### src/core/bps_pkg.sv
// power-state sequencer package: state codes, timing, carriers
// assumes a single 25 MHz standby clock
package bps_pkg;
    // ----------------------------------------------------------------
    // states
    // ----------------------------------------------------------------
    typedef enum logic [2:0] {
        ST_MECH_OFF = 3'h0,
        ST_S0 = 3'h1,
        ST_S1 = 3'h2,
        ST_S3 = 3'h3,
        ST_S4 = 3'h4,
        ST_S5 = 3'h5
    } bps_state_e;

    // ----------------------------------------------------------------
    // timing
    // ----------------------------------------------------------------
    localparam int CLK_HZ = 25000000;
    localparam int HOLD_SEC = 4;
    localparam int HOLD_CYCLES = HOLD_SEC * CLK_HZ;
    localparam int CNT_W = 27;

    // ----------------------------------------------------------------
    // carriers
    // ----------------------------------------------------------------
    typedef struct packed {
        logic lan;
        logic pme;
        logic pme_from_lan;
        logic rtc;
        logic usb;
        logic ps2;
        logic wake_pin;
    } bps_wake_s;

    // os commands, one-cycle pulses
    typedef struct packed {
        logic go_s1;
        logic go_s3;
        logic go_s4;
        logic go_s5;
    } bps_cmd_s;
endpackage

### src/core/bps_sequencer.sv
// board power-state sequencer: power switch timing, wake gating,
// os-commanded sleep transitions
// assumes all inputs synchronous to clk; switch input already debounced
//
// Summary of operation
// - short press: off->on, on->sleep, sleep->on
// - long press from on or sleep: soft-off
// - network wakes S1,S3,S4; S5 when enabled
// - pme wakes S1,S3; S4,S5 only network
// - switch, rtc, wake pin wake any sleep
// - usb and ps2 wake only S1,S3
// - S5 network/pme wake follows s5_wake_en one cycle late, also after reset
// - S4 context on disk, cpu unpowered
// - mechanical off: no wake serviced
`timescale 1ns/1ns
module bps_sequencer #(
    parameter int HOLD_CYCLES = bps_pkg::HOLD_CYCLES
) (
    // clock and reset
    input wire logic clk,
    input wire logic sys_rst,
    // supply and configuration
    input wire logic standby_ok,
    input wire logic s5_wake_en,
    // front panel and wake sources
    input wire logic pwr_switch,
    input wire bps_pkg::bps_wake_s wake,
    // operating system commands
    input wire bps_pkg::bps_cmd_s cmd,
    // state outputs
    output bps_pkg::bps_state_e state,
    output logic main_power_on,
    output logic cpu_power_on,
    output logic restore_from_disk,
    output logic cold_boot,
    output logic wake_event
);
    // ----------------------------------------------------------------
    // wake gating
    // ----------------------------------------------------------------
    function automatic logic wake_ok(input bps_pkg::bps_state_e st,
                                     input bps_pkg::bps_wake_s w,
                                     input logic s5_en);
        logic shallow;
        logic deep;
        shallow = (st == bps_pkg::ST_S1) || (st == bps_pkg::ST_S3);
        deep = (st == bps_pkg::ST_S4) || (st == bps_pkg::ST_S5);
        wake_ok = 1'b0;
        if (shallow) begin
            wake_ok = w.lan | w.pme | w.rtc | w.wake_pin | w.usb | w.ps2;
        end else if (deep) begin
            // usb/ps2 ignored here
            wake_ok = w.rtc | w.wake_pin;
            if (st == bps_pkg::ST_S4) begin
                wake_ok = wake_ok | w.lan | (w.pme & w.pme_from_lan);
            end else if (s5_en) begin
                wake_ok = wake_ok | w.lan | (w.pme & w.pme_from_lan);
            end
        end
    endfunction

    function automatic logic is_sleep(input bps_pkg::bps_state_e st);
        is_sleep = (st == bps_pkg::ST_S1) || (st == bps_pkg::ST_S3) ||
                   (st == bps_pkg::ST_S4);
    endfunction

    // ----------------------------------------------------------------
    // switch timing and state
    // ----------------------------------------------------------------
    logic [bps_pkg::CNT_W-1:0] hold_cnt;
    logic long_done;
    logic sw_prev;
    logic s5_en;
    logic [bps_pkg::CNT_W-1:0] next_hold_cnt;
    logic next_long_done;
    bps_pkg::bps_state_e next_state;
    logic next_wake_event;
    logic next_restore;
    logic next_cold;
    logic release_short;
    logic long_fire;

    always_comb begin
        next_hold_cnt = hold_cnt;
        next_long_done = long_done;
        long_fire = 1'b0;
        release_short = 1'b0;
        if (pwr_switch) begin
            // counts while held, fires once without waiting
            if (!long_done) begin
                if (hold_cnt == bps_pkg::CNT_W'(HOLD_CYCLES - 1)) begin
                    long_fire = 1'b1;
                    next_long_done = 1'b1;
                end else begin
                    next_hold_cnt = hold_cnt + 1'b1;
                end
            end
        end else begin
            release_short = sw_prev && !long_done;
            next_hold_cnt = '0;
            next_long_done = 1'b0;
        end
    end

    always_comb begin
        next_state = state;
        next_wake_event = 1'b0;
        next_restore = 1'b0;
        next_cold = 1'b0;
        if (!standby_ok) begin
            next_state = bps_pkg::ST_MECH_OFF;
        end else begin
            case (state)
                bps_pkg::ST_MECH_OFF: begin
                    next_state = bps_pkg::ST_S5;
                end
                bps_pkg::ST_S0: begin
                    if (long_fire) begin
                        next_state = bps_pkg::ST_S5;
                    end else if (release_short) begin
                        next_state = bps_pkg::ST_S1;
                    end else if (cmd.go_s5) begin
                        next_state = bps_pkg::ST_S5;
                    end else if (cmd.go_s4) begin
                        next_state = bps_pkg::ST_S4;
                    end else if (cmd.go_s3) begin
                        next_state = bps_pkg::ST_S3;
                    end else if (cmd.go_s1) begin
                        next_state = bps_pkg::ST_S1;
                    end
                end
                bps_pkg::ST_S1, bps_pkg::ST_S3, bps_pkg::ST_S4,
                bps_pkg::ST_S5: begin
                    if (long_fire && is_sleep(state)) begin
                        next_state = bps_pkg::ST_S5;
                    end else if (release_short ||
                                 wake_ok(state, wake, s5_en)) begin
                        next_state = bps_pkg::ST_S0;
                        next_wake_event = 1'b1;
                        next_restore = (state == bps_pkg::ST_S4);
                        next_cold = (state == bps_pkg::ST_S5);
                    end
                end
                default: begin
                    next_state = bps_pkg::ST_S5;
                end
            endcase
        end
    end

    always_ff @(posedge clk) begin
        if (sys_rst) begin
            hold_cnt <= '0;
            long_done <= 1'b0;
            sw_prev <= 1'b0;
            s5_en <= 1'b0;
            state <= bps_pkg::ST_MECH_OFF;
            main_power_on <= 1'b0;
            cpu_power_on <= 1'b0;
            restore_from_disk <= 1'b0;
            cold_boot <= 1'b0;
            wake_event <= 1'b0;
        end else begin
            hold_cnt <= next_hold_cnt;
            long_done <= next_long_done;
            sw_prev <= pwr_switch;
            s5_en <= s5_wake_en;
            state <= next_state;
            // S1 keeps rails but stops the cpu; S3..S5 drop both
            main_power_on <= (next_state == bps_pkg::ST_S0) ||
                             (next_state == bps_pkg::ST_S1);
            cpu_power_on <= (next_state == bps_pkg::ST_S0);
            restore_from_disk <= next_restore;
            cold_boot <= next_cold;
            wake_event <= next_wake_event;
        end
    end

    // ----------------------------------------------------------------
    // checks
    // ----------------------------------------------------------------
    chk_long_press_off: assert property (
        @(posedge clk) disable iff (sys_rst)
        (long_fire && standby_ok && (state == bps_pkg::ST_S0 ||
         is_sleep(state))) |=> state == bps_pkg::ST_S5)
        else $error("long press did not reach soft-off");
    chk_short_on_sleep: assert property (
        @(posedge clk) disable iff (sys_rst)
        (release_short && standby_ok && state == bps_pkg::ST_S0)
        |=> state == bps_pkg::ST_S1)
        else $error("short press in working did not sleep");
    chk_short_wake: assert property (
        @(posedge clk) disable iff (sys_rst)
        (release_short && standby_ok && state == bps_pkg::ST_S5)
        |=> state == bps_pkg::ST_S0 && cold_boot)
        else $error("short press did not power on");
    chk_usb_deep_ignored: assert property (
        @(posedge clk) disable iff (sys_rst)
        (state == bps_pkg::ST_S4 && standby_ok && !pwr_switch && !sw_prev
         && wake.usb && !wake.lan && !wake.pme && !wake.rtc
         && !wake.wake_pin) |=> state == bps_pkg::ST_S4)
        else $error("usb woke from S4");
    chk_s5_lan_gate: assert property (
        @(posedge clk) disable iff (sys_rst)
        (state == bps_pkg::ST_S5 && standby_ok && !s5_en && !sw_prev
         && !wake.rtc && !wake.wake_pin) |=> state == bps_pkg::ST_S5)
        else $error("S5 woke without enable");
    chk_s4_restore: assert property (
        @(posedge clk) disable iff (sys_rst)
        (state == bps_pkg::ST_S4 && next_state == bps_pkg::ST_S0)
        |=> restore_from_disk && cpu_power_on ##1 !restore_from_disk)
        else $error("S4 resume without restore");
    chk_rtc_wake: assert property (
        @(posedge clk) disable iff (sys_rst)
        (is_sleep(state) && standby_ok && wake.rtc && !long_fire)
        |=> wake_event && state == bps_pkg::ST_S0)
        else $error("rtc alarm did not wake");
    chk_mech_off: assert property (
        @(posedge clk) disable iff (sys_rst)
        !standby_ok |=> state == bps_pkg::ST_MECH_OFF && !wake_event
        && !main_power_on)
        else $error("activity in mechanical off");
    chk_cpu_off_sleep: assert property (
        @(posedge clk) disable iff (sys_rst)
        state != bps_pkg::ST_S0 |-> !cpu_power_on)
        else $error("cpu powered while not working");
    cov_long_press: cover property (@(posedge clk) long_fire);
    cov_s3_wake: cover property (@(posedge clk)
        state == bps_pkg::ST_S3 ##1 state == bps_pkg::ST_S0);
    cov_s5_lan: cover property (@(posedge clk)
        state == bps_pkg::ST_S5 && wake.lan && s5_en);
    cov_os_s4: cover property (@(posedge clk)
        state == bps_pkg::ST_S0 ##1 state == bps_pkg::ST_S4);
endmodule

### config.mk
export PLATFORM = sky130hd
export DESIGN_NAME = bps_sequencer
export DESIGN_NICKNAME = d
export VERILOG_FILES = /design/src/core/bps_pkg.sv /design/src/core/bps_sequencer.sv
export SDC_FILE = /design/constraint.sdc
export NUM_CORES = 1
export LEC_CHECK = 0
export ABC_AREA = 1
export BUFFER_PORTS_ARGS = -buffer_cell sky130_fd_sc_hd__buf_2
export CORE_MARGIN = 4
export CORE_UTILIZATION = 58
export CTS_CLUSTER_DIAMETER = 200
export DETAILED_ROUTE_END_ITERATION = 8
export PLACE_DENSITY = 0.79
export SLEW_MARGIN = 20
export SYNTH_ARGS = -nofsm -noshare
export SYNTH_HDL_FRONTEND = slang
export SYNTH_SLANG_ARGS = --single-unit
### constraint.sdc
create_clock -name clk -period 1.84 [get_ports clk]
set_input_delay 0.092 -clock clk [delete_from_list [all_inputs] [get_ports clk]]
set_output_delay 0.092 -clock clk [all_outputs]
set_load 0.1 [all_outputs]
======== Word level (Yosys, flattened, before mapping) ========
Cells that the tools add are included.
storage, ports and cells
  register bits after elaboration ......... 38
  bits in latches ......................... 0
  RAM bits ................................ 0
  memory bits (read-only) ................. 0
  bits of input ports ..................... 16
  output and inout port bits .............. 8
  logic and storage cells ................. 70
  memories kept ........................... 0
cells by class
  $add $sub $neg .......................... 1
  multiply operators ...................... 0
  div/mod/pow operators ................... 0
  $lt $le $gt $ge ......................... 0
  equal/unequal tests ..................... 8
  shift-type cells ........................ 0
  mux-type cells .......................... 23
  bitwise gates (word level) .............. 15
  reductions and logical operators ........ 13
operators with widths
  cell                                                             count
  27-bit by 1-bit adder with 27-bit output, second input constant  1
  27-bit == test, second input constant                            1
  3-bit two-way mux                                                9
  1-bit two-way mux                                                13
  3-bit by 2-bit == test with 1-bit output, second input constant  3
  1-bit OR                                                         8
  4-bit OR reduction                                               2
  3-bit by 1-bit == test with 1-bit output, second input constant  2
  3-bit == test, second input constant                             2
  1-bit inverter                                                   6
  3-bit case mux with 2 select lines                               1
  1-bit logical OR                                                 5
  5-bit OR reduction                                               1
  1-bit logical AND                                                2
  2-bit AND reduction                                              1
  2-bit OR reduction                                               1
  1-bit AND                                                        1
  1-bit logical NOT                                                1

======== Depth between registers and ports, before layout ========
Gate-level depths: netlist of run 1.
  word-level depth ........................ 17
  mapped depth ............................ 14
  depth with buffers taken out ............ 14

======== Least setup slack after synthesis of run 1 ========
OpenSTA, ideal clock, no wires.
  path type ............................... reg2reg
  start ................................... register state[0]
  end ..................................... register main_power_on
  setup time .............................. 0.114 ns
  data arrival time ....................... 2.083 ns
  data required time ...................... 1.726 ns
  slack ................................... -0.356 ns
  cell stages (with the launch flop) ...... 10
  buffers on the path ..................... 0
  clock period less this slack ............ 2.196 ns
  cell sequence ........................... dfxtp_1 > inv_1 > nor3_1 > nor2_1 > a21oi_1 > nand3_1 > nor2_1 > nor2_4 > nand2_1 > nand2_1
between the ends
  cells in the longest elaborated chain, start to end .. 14
  elaborated cells on any way between the ends .. 30
  those cells by class .................... eq/ne: 7; mux: 16; reduce/logical: 7
RTL lines
  what                                                                                                         line                                        text
  from (decl)                                                                                                  bps_sequencer.sv:31                         output bps_pkg::bps_state_e state,
  from (signal assigned)                                                                                       bps_sequencer.sv:157                        state <= bps_pkg::ST_MECH_OFF;
  from (signal assigned)                                                                                       bps_sequencer.sv:168                        state <= next_state;
  3-bit == test (on tied branches)                                                                             --
  1-bit two-way mux / 1-bit logical OR (equally long branches)                                                 bps_sequencer.sv:54, bps_sequencer.sv:47
  1-bit two-way mux                                                                                            bps_sequencer.sv:51                         end else if (deep) begin
  1-bit two-way mux                                                                                            bps_sequencer.sv:49                         if (shallow) begin
  1-bit two-way mux                                                                                            bps_sequencer.sv:134                        if (long_fire && is_sleep(state)) begin
  1-bit two-way mux                                                                                            bps_sequencer.sv:113                        case (state)
  1-bit two-way mux                                                                                            bps_sequencer.sv:110                        if (!standby_ok) begin
  1-bit logical OR                                                                                             bps_sequencer.sv:136                        end else if (release_short ||
  3-bit two-way mux                                                                                            bps_sequencer.sv:136
  3-bit two-way mux                                                                                            bps_sequencer.sv:134
  3-bit case mux with 2 select lines (*)                                                                       bps_sequencer.sv:113
  3-bit two-way mux (*)                                                                                        bps_sequencer.sv:110
  3-bit by 1-bit == test with 1-bit output / 3-bit by 2-bit == test with 1-bit output (equally long branches)  bps_sequencer.sv:170, bps_sequencer.sv:171
  1-bit logical OR (*)                                                                                         bps_sequencer.sv:170                        main_power_on <= (next_state == bps_pkg::ST_S0) ||
  to (signal assigned)                                                                                         bps_sequencer.sv:170
  to (decl)                                                                                                    bps_sequencer.sv:32                         output logic main_power_on,
Mark *: on every way between the ends. The rest lies on a longest branch, timed or not. The select of a mux whose other input is x is not followed.
A chain may end at the register's enable or synchronous reset.

======== Final worst setup path of run 1 ========
  start ................................... register hold_cnt[0] (netlist bit)
  end ..................................... register hold_cnt[8] (netlist bit)
between the ends
  cells in the longest elaborated chain, start to end .. 3
  elaborated cells on any way between the ends .. 4
  those cells by class .................... add/sub: 1; eq/ne: 1; bitwise: 1; reduce/logical: 1
RTL lines
  what                                                                              line                  text
  from (decl)                                                                       bps_sequencer.sv:70   logic [bps_pkg::CNT_W-1:0] hold_cnt;
  from (signal assigned)                                                            bps_sequencer.sv:164  hold_cnt <= next_hold_cnt;
  branches (longest 3 deep; another with 27-bit by 1-bit adder with 27-bit output)  --
Parallel ways; which one is timed is not known.

==> results, run 1 <==
- Detailed placement finished with a half-perimeter wire length of 4100 µm.
- The net count of the mapped netlist is 362.
- The total power after layout is 1610 µW.
- The number of instances in the synthesized netlist is 345.
- The number of H-tree levels is 2.
- The top cell types in the final layout, fill and taps aside, are sky130_fd_sc_hd__nand2_1, sky130_fd_sc_hd__nor2_1, sky130_fd_sc_hd__inv_1.
- For the worst setup path, the data required time is 2.03 ns.
- For this block, wires on met1 add up to 2590 µm.
- The final antenna-violating net count is 0.
- The final-report setup violation count is 0.
- The top-level port count is 24.
- The count of distinct cell types in the synthesized netlist is 36.
- Across the run, the number of max-cap violations was 0.
- Counting every sink on the clock net gives 38.
- The type of element launching the critical path is a register.
- The analysis attributes to cell leakage a power of 0.00113 µW.
- The post-synthesis adder-cell area fraction is 0.552%.
- The worst clock skew on the final layout is 0.00414 ns.
- The path class of the lowest-slack min-delay path is in2reg.
- The die span in y is 70.5 µm.
- The tree is rooted in a sky130_fd_sc_hd__clkbuf_8.
- The most common cell after layout, fill and taps aside is sky130_fd_sc_hd__nand2_1.
- The area share of xor/xnor cells in the synthesized design is 5.80%.
- In this run the worst path has a maximum fanout of 19.
- The cell area that synthesis handed to floorplanning was 2270 µm².
- The number of detailed-route iterations in the first pass is 4.
- Data arrives at the worst endpoint at 1.96 ns.
- From left edge to right edge, the die measures 70.5 µm.
- Summing the areas of all compound-gate instances in the mapped netlist gives 9.94% of the synthesized area.
- The number of hold violations in the final report is 0.
- The via count of the first global-routing pass came to 2083.
- The net count of the finished layout is 404.
- The overall die area is 4970 µm².
- The worst path uses 96.4% of the clock period.
- By startpoint and endpoint, the worst setup path is classified as reg2reg.
- Derived from the worst setup path, the maximum achievable clock frequency is 564 MHz.
- The wire length on met2 is 2800 µm.
- At the end of the flow the core is filled with cells to 72.2%.
- After clock tree synthesis, the clock-pin slew on the worst setup and hold paths is 0.07 ns.
- The number of buffers on the longest clock path is 2.
- The overall track demand over capacity in global routing is 22.8%.
- The run finished with clean final reports.
- TritonCTS built the clock tree.
- The sequential area share after synthesis is 33.6%.
- The largest family of logic cells by synthesized area is simple AND/OR/NAND/NOR gates.
- The first global-routing pass estimated 9260 µm of wire.
- Synthesis inferred 38 register bits.
- For this run, the number of Yosys warnings is 0.
- The congestion estimate from routability-driven global placement came to 0.920.
- The total clock buffers created by CTS is 5.
- The worst setup path is captured at a register.
- The number of pins with negative max-slew slack in the final report is 0.
- The starting DRC count in detailed routing is 304.
- The portion of netlist area occupied by mux cells is 0%.
- Using the TritonRoute via totals, the vias-per-cell ratio works out to 5.39.
- The slew at the pin closest to its max-slew limit is 0.600 ns.
- The floorplan has 22 rows.
- The initial antenna violation count is 0.
- The vias after detailed routing is 2348.
- The layout-stage area growth over the synthesis result is 18.4%.
- The area share of and/or/nand/nor cells after synthesis is 40.4%.
- The uppermost signal routing layer after detailed routing is met4.
- The wire length on met3 is 452 µm.
- The aggregate global routing overflow is 0.
- The ratio of total power to cell area is 600 nW/µm².
- The total length of routed wires is 5910 µm.
- OpenSTA, run right after detailed placement, puts the worst setup slack at 0.0252 ns.
- The shortest clock period the worst path allows after layout is 1.77 ns.
- The maximum number of pins on one net before global-route repair is 20.
- The starting utilization of the core area is 61.0%.
- The synthesized area per cell is 6.57 µm².
- The number of input and output port buffers inserted is 23.
- The placeable core area is 3720 µm².
- The layout cell share with drive strength beyond 1 is 20.1%.
- After detailed routing, the number of remaining DRC violations is 0.
- The total inserted antenna cells is 0.
- The final worst slack is 0.0661 ns.
- Headroom to the max-slew limit came out at 60.0%.
- The latest clock arrival within the worst-skew pair is 0.29 ns.
- The per-cell routed wire length is 13.6 µm.
- The maximum VDD drop is 382 µV.
worst paths after layout:
check             slack, ns  depth (start not counted)           end         start
setup / recovery       0.07                         12   hold_cnt[8]   hold_cnt[0]
hold / removal        0.003                          3         s5_en    s5_wake_en
setup reg to reg       0.07                         12   hold_cnt[8]   hold_cnt[0]
hold reg to reg        0.48                          2  hold_cnt[24]  hold_cnt[24]
report_power, final:
part | leakage (µW) | switching [µW] | internal [µW]
Sequential | 0.000311 | 8.96 | 833
Combinational | 0.000775 | 122 | 47.9
Clock | 0.0000482 | 295 | 303
Total | 0.00113 | 426 | 1180
critical path, stage by stage (launching register included):
cell                       delay, ns
sky130_fd_sc_hd__dfxtp_4        0.37
sky130_fd_sc_hd__ha_4           0.14
sky130_fd_sc_hd__nand3_2        0.08
sky130_fd_sc_hd__inv_1          0.08
sky130_fd_sc_hd__nand2_2        0.09
sky130_fd_sc_hd__inv_2          0.12
sky130_fd_sc_hd__nand2_4        0.08
sky130_fd_sc_hd__nor2_8         0.19
sky130_fd_sc_hd__nor2_8         0.08
sky130_fd_sc_hd__buf_12         0.14
sky130_fd_sc_hd__clkinv_8       0.08
sky130_fd_sc_hd__o21ai_1        0.06
sky130_fd_sc_hd__and3_1         0.14
per-stage QoR:
step,area (µm²),instances,setup TNS [ns],hold WS (ns)
after global routing,2680,436,-0.367,0.00525
after global placement,2480,421,0,0.294
final,2680,436,0,0.00263
after detailed placement,2480,421,0,0.301
after CTS,2570,429,0,0.00210
after floorplan,2270,345,0,0.163
cell type report:
class	instances	area [µm²]
fillers	333	1030
multi-input cells	258	1330
flip-flops and latches	38	772
clock inverters	1	5.00
repair buffers	39	248
inverters	45	181
well taps	48	60.1
clock buffers	7	86.3
cells by family after synthesis:
| kind of cell | after synthesis |
|---|---|
| simple gates | 201 |
| fa+ha+maj | 1 |
| flops | 38 |
| compound gates | 40 |
| buf+inv | 50 |
| xor+xnor | 15 |
registers in the layout, indices dropped and copies added (netlist names):
register           count
hold_cnt              27
state                  3
cold_boot              1
cpu_power_on           1
long_done              1
main_power_on          1
restore_from_disk      1
s5_en                  1
sw_prev                1
wake_event             1
repair_timing:
action	CTS	global route
buffers inserted	0	6
endpoints found under the setup margin	0	25
hold buffers	0	0
resized for setup	0	14
synthesized netlist by cell type (all sizes together):
cell type,n,share of area [%]
xor2,9,3.5
xnor2,6,2.3
nand2,103,18
ha,1,0.55
nor2,52,11
nor3b,2,0.66
nand4,5,1.4
buf,3,1.6
nand3,16,4.4
clkbuf,2,0.33
or2,1,0.28
a21boi,2,0.66
nor3,17,4.0
a41oi,1,0.39
o21ai,13,2.9
and2,1,0.28
and3,1,0.28
o211a,1,0.44
dfxtp,38,34
nand3b,2,0.66
nor4,1,0.28
a21oi,23,5.6
inv,45,7.8
metal layers:
layer  track usage, %  vias up
met5                0        -
li1                 -     1177
met3             5.04        8
met1             30.2     1057
met4             6.17        0
met2             37.3      106
(Power assumes the default switching activity.)
==> run 2: changes to the inputs <==
--- a/config.mk
+++ b/config.mk
@@ -6,7 +6,7 @@
 export NUM_CORES = 1
 export LEC_CHECK = 0
 export ABC_AREA = 1
-export BUFFER_PORTS_ARGS = -buffer_cell sky130_fd_sc_hd__buf_2
+export BUFFER_PORTS_ARGS = -buffer_cell sky130_fd_sc_hd__buf_4
 export CORE_MARGIN = 4
 export CORE_UTILIZATION = 58
 export CTS_CLUSTER_DIAMETER = 200
==> run 2 against run 1 <==
Effect of this change: register-to-register slack gained 0.05 ns; design area grew 0.33%; clock skew grew 0.0036 ns; non-clock buffer count shrank 6; count of clock-buffer cells in the layout shrank 2; sequential power is essentially flat; flip-flop and latch count is the same; worst hold slack gained 0.014 ns.
==> results, run 2 (same netlist as run 1, synthesis figures left out) <==
- Run status: complete, no violations (unchanged).
- The latest clock arrival within the worst-skew pair is 0.29 ns (about the same).
- The number of detailed-route iterations in the first pass came to 5 (was 4).
- The worst-case headroom to the max-slew limit is 62.6% (was 60.0%).
- The number of flip-flops in the largest register is 27 (unchanged).
- The highest achievable clock rate is 581 MHz (was 564 MHz).
- The placeable core area is 3720 µm² (unchanged).
- The vias after detailed routing is 2297 (was 2348).
- The net total in the final layout came to 398 (was 404).
- The path class of the lowest-slack min-delay path is in2reg (unchanged).
- The number of fill cells was 309 (was 333).
- The largest fanout on the critical path came to 8 (was 19).
- The layout cell share with drive strength beyond 1 came to 19.4% (was 20.1%).
- The largest register by flop count is hold_cnt (unchanged).
- The beginning of the critical path is hold_cnt[0] (unchanged).
- The detailed-route vias per instance was 5.34 (was 5.39).
- The total DRC errors in the routed layout is 0 (unchanged).
- The launch point of the worst reg-to-reg path is hold_cnt[0] (unchanged).
- The top-level port count came to 24 (unchanged).
- The total area of multi-input combinational cells is 1330 µm² (about the same).
- The period utilization is 93.6% (was 96.4%).
- The static leakage is 0.00110 µW (was 0.00113 µW).
- The aggregate global routing overflow came to 0 (unchanged).
- The arrival time of the worst setup path came to 1.91 ns (was 1.96 ns).
- The final-report setup violation count came to 0 (unchanged).
- The total length of routed wires was 5520 µm (was 5910 µm).
- The number of input and output port buffers inserted is 23 (unchanged).
- The maximum number of pins on one net before global-route repair is 20 (unchanged).
- The final antenna-violating net count is 0 (unchanged).
- The total inserted antenna cells is 0 (unchanged).
- The core occupancy in the finished layout is 72.5% (was 72.2%).
- The maximum VDD drop was 436 µV (was 382 µV).
- The via count of the first global-routing pass is 1988 (was 2083).
- The most common cell after layout, fill and taps aside is sky130_fd_sc_hd__nand2_1 (unchanged).
- The per-cell routed wire length is 12.8 µm (was 13.6 µm).
- Most used cells in the layout excluding fill and tap cells: sky130_fd_sc_hd__nand2_1, sky130_fd_sc_hd__nor2_1, sky130_fd_sc_hd__inv_1 (unchanged).
- The placement row count is 22 (unchanged).
- The kind of critical path was reg2reg (unchanged).
- Top flop regs: hold_cnt: 27 flops, state: 3 flops (unchanged).
- The number of hold violations in the final report is 0 (unchanged).
- The ratio of total power to cell area came to 638 nW/µm² (was 600 nW/µm²).
- The type of element launching the critical path is a register (unchanged).
- The setup slack on the worst flop-to-flop path is 0.12 ns (was 0.07 ns).
- The overall track demand over capacity in global routing is 22.9% (was 22.8%).
- The wire length of the first global-routing pass is 9250 µm (was 9260 µm).
- The starting DRC count in detailed routing came to 258 (was 304).
- The worst clock skew on the final layout is 0.00775 ns (was 0.00414 ns).
- The CTS tree is done (unchanged).
- The data required time at the worst endpoint is 2.03 ns (about the same).
- The root buffer cell is sky130_fd_sc_hd__clkbuf_8 (unchanged).
- The register area came to 772 µm² (unchanged).
- The number of cells on the worst hold path is 3 (unchanged).
- The setup TNS is 0 ns (unchanged).
- The capturing element of the worst setup path is hold_cnt[15] (was hold_cnt[8]).
- The initial antenna violation count came to 0 (unchanged).
- The endpoint of the worst register-to-register path is hold_cnt[15] (was hold_cnt[8]).
- The kind of end point of the critical path is a register (unchanged).
- The shortest clock period the worst path allows after layout is 1.72 ns (was 1.77 ns).
- The slew at the pin closest to its max-slew limit is 0.560 ns (was 0.600 ns).
- The number of buffers on the longest clock path is 2 (unchanged).
- The number of maximum-capacitance constraint violations is 0 (unchanged).
- The overall die area came to 4970 µm² (unchanged).
- The number of H-tree levels is 2 (unchanged).
- The half-perimeter wire length after detailed placement was 4060 µm (was 4100 µm).
- The layout-stage area growth over the synthesis result was 18.8% (was 18.4%).
- The clock slew seen by the registers of the worst setup and hold paths is 0.08 ns (was 0.07 ns).
- The total clock buffers created by CTS is 5 (unchanged).
- The width of the die was 70.5 µm (unchanged).
- The total clock sinks is 38 (unchanged).
- The starting utilization of the core area is 61.0% (unchanged).
- The die span in y was 70.5 µm (unchanged).
- The last weighted congestion value of the routability-driven placer is 0.947 (was 0.920).
- The number of pins with negative max-slew slack in the final report came to 0 (unchanged).
- The number of cells on the worst reg-to-reg path is 12 (unchanged).
## run 2: worst min path at each step
stage | start | endpoint | slack [ns]
finish | s5_wake_en | s5_en | 0.02
global route | s5_wake_en | s5_en | 0.03
CTS | s5_wake_en | s5_en | 0.01
detailed placement | sys_rst | s5_en | 0.29
global placement | sys_rst | s5_en | 0.29
floorplan | sys_rst | s5_en | 0.16
## run 2: power by group
part	internal (µW)	leakage, µW	switching (µW)	total, µW
Clock	399	0.0000579	294	693
Sequential	833	0.000311	9.78	843
Combinational	61.1	0.000735	120	182
## run 2: layer usage
| metal | global-route usage (%) | vias up | share of wire, % |
|---|---|---|---|
| met3 | 4.17 | 6 | 7.3 |
| met4 | 5.96 | 0 | 0.85 |
| met5 | 0 | - | 0 |
| met1 | 34.7 | 1037 | 49 |
| met2 | 33.1 | 94 | 43 |
| li1 | - | 1160 | - |
## run 2: cell type report
cell class                      instances  share of cell area (%)
Multi-Input combinational cell        258                    49.2
Clock inverter                          3                    1.49
Inverter                               45                    6.55
Tap cell                               48                    2.23
Clock buffer                            5                    2.56
Sequential cell                        38                    28.7
Timing Repair Buffer                   33                    9.29
## run 2: worst max-delay path: stages (launching register included)
cell and delay [ns]:
sky130_fd_sc_hd__dfxtp_4 0.37, sky130_fd_sc_hd__ha_4 0.16, sky130_fd_sc_hd__nand3_2 0.08, sky130_fd_sc_hd__inv_1 0.05
sky130_fd_sc_hd__nand2_2 0.06, sky130_fd_sc_hd__inv_2 0.05, sky130_fd_sc_hd__nand2_2 0.11, sky130_fd_sc_hd__nor2_8 0.07
sky130_fd_sc_hd__nor2_8 0.22, sky130_fd_sc_hd__nand3_2 0.14, sky130_fd_sc_hd__nand3b_1 0.19, sky130_fd_sc_hd__nand2_1 0.08
sky130_fd_sc_hd__nor2_1 0.04
## run 2: timing repair
| action | in CTS | in global routing |
|---|---|---|
| setup buffers | 0 | 1 |
| gates resized for setup | 0 | 12 |
| hold endpoints to repair | 1 | 0 |
| endpoints found under the setup margin | 0 | 19 |
| hold buffers | 1 | 0 |
## run 2: through the flow
| stage | std cells | hold slack [ns] | worst slack [ns] | cell area (µm²) | total power [µW] |
|---|---|---|---|---|---|
| 4_1_cts | 428 | 0.0119 | 0.0437 | 2640 | 1730 |
| 3_5_place_dp | 419 | 0.293 | 0.0577 | 2520 | 1040 |
| 5_1_grt | 430 | 0.0314 | -0.00477 | 2690 | 1790 |
| 3_3_place_gp | 419 | 0.289 | 0.105 | 2520 | 1030 |
| 2_1_floorplan | 345 | 0.163 | 0.0135 | 2270 | 976 |
| 6_report | 430 | 0.0165 | 0.118 | 2690 | 1720 |
==> run 3: changes to the inputs <==
==> constraint.sdc (replaced) <==
create_clock -name clk -period 1.84 [get_ports clk]
set_input_delay 0.092 -clock clk [delete_from_list [all_inputs] [get_ports clk]]
set_output_delay 0.092 -clock clk [all_outputs]
set_load 0.02 [all_outputs]
==> run 3 against run 2 <==
Effect of this change: critical path depth did not move; non-clock buffer count rose by 4; via count rose by 0.39%; setup slack improved by 0.0051 ns; sequential share of layout area fell by 0.57 points; maximum frequency rose by 0.30%; combinational power fell by 21%; flip-flop and latch count did not move; count of clock-buffer cells in the layout rose by 3; critical path type unchanged; critical endpoint is now hold_cnt[9]; largest cell class unchanged; largest power group unchanged; highest routed layer unchanged.
==> results, run 3 (same netlist as run 1, synthesis figures left out) <==
- The wire length of the first global-routing pass is 9140 µm (was 9250 µm).
- The number of pins with negative max-slew slack in the final report is 0 (unchanged).
- The die span in y was 70.5 µm (unchanged).
- The starting DRC count in detailed routing is 236 (was 258).
- The maximum VDD drop is 343 µV (was 436 µV).
- The CTS tree was done (unchanged).
- The placeable core area is 3720 µm² (unchanged).
- The half-perimeter wire length after detailed placement is 4120 µm (was 4060 µm).
- The final-report setup violation count was 0 (unchanged).
- The internal power came to 1270 µW (was 1290 µW).
- The relative contribution of the clock network to total power is 40.4% (about the same).
- The highest achievable clock rate is 582 MHz (was 581 MHz).
- The total area of multi-input combinational cells was 1310 µm² (was 1330 µm²).
- The number of input and output port buffers inserted came to 23 (unchanged).
- The kind of critical path is reg2reg (unchanged).
- The final standard cell area without fillers is 2720 µm² (was 2690 µm²).
- The detailed-route vias per instance is 5.33 (was 5.34).
- The final antenna-violating net count was 0 (unchanged).
- The setup TNS is 0 ns (unchanged).
- The number of flip-flops in the largest register is 27 (unchanged).
- The data required time at the worst endpoint is 2.08 ns (was 2.03 ns).
- Top flop regs: hold_cnt: 27 flops, state: 3 flops (unchanged).
- The combinational group share of total power was 8.7% (was 10.6%).
- The slew at the pin closest to its max-slew limit is 0.570 ns (was 0.560 ns).
- The number of detailed-route iterations in the first pass is 5 (unchanged).
- The width of the die came to 70.5 µm (unchanged).
- The clock slew seen by the registers of the worst setup and hold paths is 0.08 ns (about the same).
- The total power after layout was 1660 µW (was 1720 µW).
- The starting utilization of the core area came to 61.0% (unchanged).
- The total inserted antenna cells is 0 (unchanged).
- The number of maximum-capacitance constraint violations is 0 (unchanged).
- The net total in the final layout came to 401 (was 398).
- The final worst slack was 0.123 ns (was 0.118 ns).
- The overall die area came to 4970 µm² (unchanged).
- The shortest clock period the worst path allows after layout is 1.72 ns (about the same).
- The number of hold violations in the final report came to 0 (unchanged).
- The worst-case headroom to the max-slew limit is 62.0% (was 62.6%).
- The static leakage is 0.00112 µW (was 0.00110 µW).
- The per-cell routed wire length was 13.0 µm (was 12.8 µm).
- The number of H-tree levels was 2 (unchanged).
- The aggregate global routing overflow is 0 (unchanged).
- The total clock buffers created by CTS is 5 (unchanged).
- Most used cells in the layout excluding fill and tap cells: sky130_fd_sc_hd__nand2_1, sky130_fd_sc_hd__nor2_1, sky130_fd_sc_hd__inv_1 (unchanged).
- The worst clock skew on the final layout is 0.00795 ns (was 0.00775 ns).
- The net switching share of the total power is 23.3% (was 24.7%).
- The arrival time of the worst setup path is 1.96 ns (was 1.91 ns).
- The root buffer cell is sky130_fd_sc_hd__clkbuf_8 (unchanged).
- The minimum setup slack after placement is 0.0483 ns (was 0.0577 ns).
- The ratio of total power to cell area is 610 nW/µm² (was 638 nW/µm²).
- The largest fanout on the critical path is 12 (was 8).
- The type of element launching the critical path was a register (unchanged).
- The largest register by flop count is hold_cnt (unchanged).
- The most common cell after layout, fill and taps aside is sky130_fd_sc_hd__nand2_1 (unchanged).
- The layout cell share with drive strength beyond 1 is 18.7% (was 19.4%).
- The via count of the first global-routing pass came to 2029 (was 1988).
- The net switching component of the power came to 386 µW (was 424 µW).
- The top-level port count was 24 (unchanged).
- The register area is 764 µm² (was 772 µm²).
- The number of buffers on the longest clock path is 2 (unchanged).
- The maximum number of pins on one net before global-route repair is 20 (unchanged).
- The last weighted congestion value of the routability-driven placer is 0.924 (was 0.947).
- The total clock sinks was 38 (unchanged).
- The vias after detailed routing came to 2306 (was 2297).
- The area after detailed placement is 2520 µm² (about the same).
- The number of fill cells is 308 (was 309).
- The initial antenna violation count is 0 (unchanged).
- The total DRC errors in the routed layout is 0 (unchanged).
- The overall track demand over capacity in global routing is 22.7% (was 22.9%).
- The period utilization came to 93.3% (was 93.6%).
- The latest clock arrival within the worst-skew pair is 0.29 ns (about the same).
- Run status: complete, no violations (unchanged).
- The layout-stage area growth over the synthesis result is 20.0% (was 18.8%).
- The total length of routed wires is 5640 µm (was 5520 µm).
- The path class of the lowest-slack min-delay path is in2reg (unchanged).
- The placement row count is 22 (unchanged).
- The kind of end point of the critical path is a register (unchanged).
- The share of total power in sequential cells was 50.9% (was 49.1%).
## run 3: cell types whose count changed in the layout (fill, tap and decap cells not counted), sizes merged
cell / before / now
nor2: 53 / 52
clkinv: 2 / 0
buf: 32 / 35
bufinv: 1 / 0
clkbuf: 5 / 8
dlygate4sd3: 1 / 2
## run 3: metal layers
metal,vias to the layer above,global-route usage [%],part of all wire (%)
met3,8,3.74,5.8
met1,1057,31.6,47
met2,75,35.2,45
li1,1166,-,-
met5,-,0,0
met4,0,8.30,1.5
## run 3: power by group through the flow
stage	logic, µW	clock network [µW]	registers, µW
floorplan	71.4	0	866
global placement	131	0	860
detailed placement	133	0	860
CTS	137	685	841
global route	162	719	845
finish	144	670	843
## run 3: area by class of cell
class                           count  share of cell area [%]
Timing Repair Buffer               37                    10.9
Sequential cell                    38                    28.1
Tap cell                           48                    2.21
Multi-Input combinational cell    257                    48.3
Clock buffer                        8                    4.05
Inverter                           45                    6.49
## run 3: worst paths after layout
path / start / endpoint / slack (ns) / depth (start not counted)
setup / recovery: hold_cnt[0] / hold_cnt[9] / 0.12 / 12
hold / removal: standby_ok / state[1] / 0.09 / 3
setup reg to reg: hold_cnt[0] / hold_cnt[9] / 0.12 / 12
hold reg to reg: hold_cnt[24] / hold_cnt[24] / 0.48 / 2
## run 3: worst max-delay path: stages (launching register included)
cell,delay [ns]
sky130_fd_sc_hd__dfxtp_2,0.35
sky130_fd_sc_hd__ha_4,0.17
sky130_fd_sc_hd__nand3_2,0.07
sky130_fd_sc_hd__inv_1,0.05
sky130_fd_sc_hd__nand2_2,0.06
sky130_fd_sc_hd__inv_2,0.05
sky130_fd_sc_hd__nand2_2,0.11
sky130_fd_sc_hd__nor2_8,0.05
sky130_fd_sc_hd__nor2_8,0.22
sky130_fd_sc_hd__buf_4,0.16
sky130_fd_sc_hd__nand2_1,0.06
sky130_fd_sc_hd__o21ai_0,0.15
sky130_fd_sc_hd__o211a_1,0.15
## run 3: metrics by stage
stage                     hold WS, ns  cells  utilization [%]
after CTS                      0.0849    430             71.4
after global placement          0.285    420             67.9
final                          0.0913    433             73.2
after global routing           0.0899    433             73.2
after detailed placement        0.286    420             67.9
after floorplan                 0.163    345                -
## run 3: timing repair
action,in CTS,in global routing
hold endpoints to repair,2,0
gates resized for setup,0,9
setup buffers,0,3
setup endpoints to repair,0,18
hold buffers,2,0
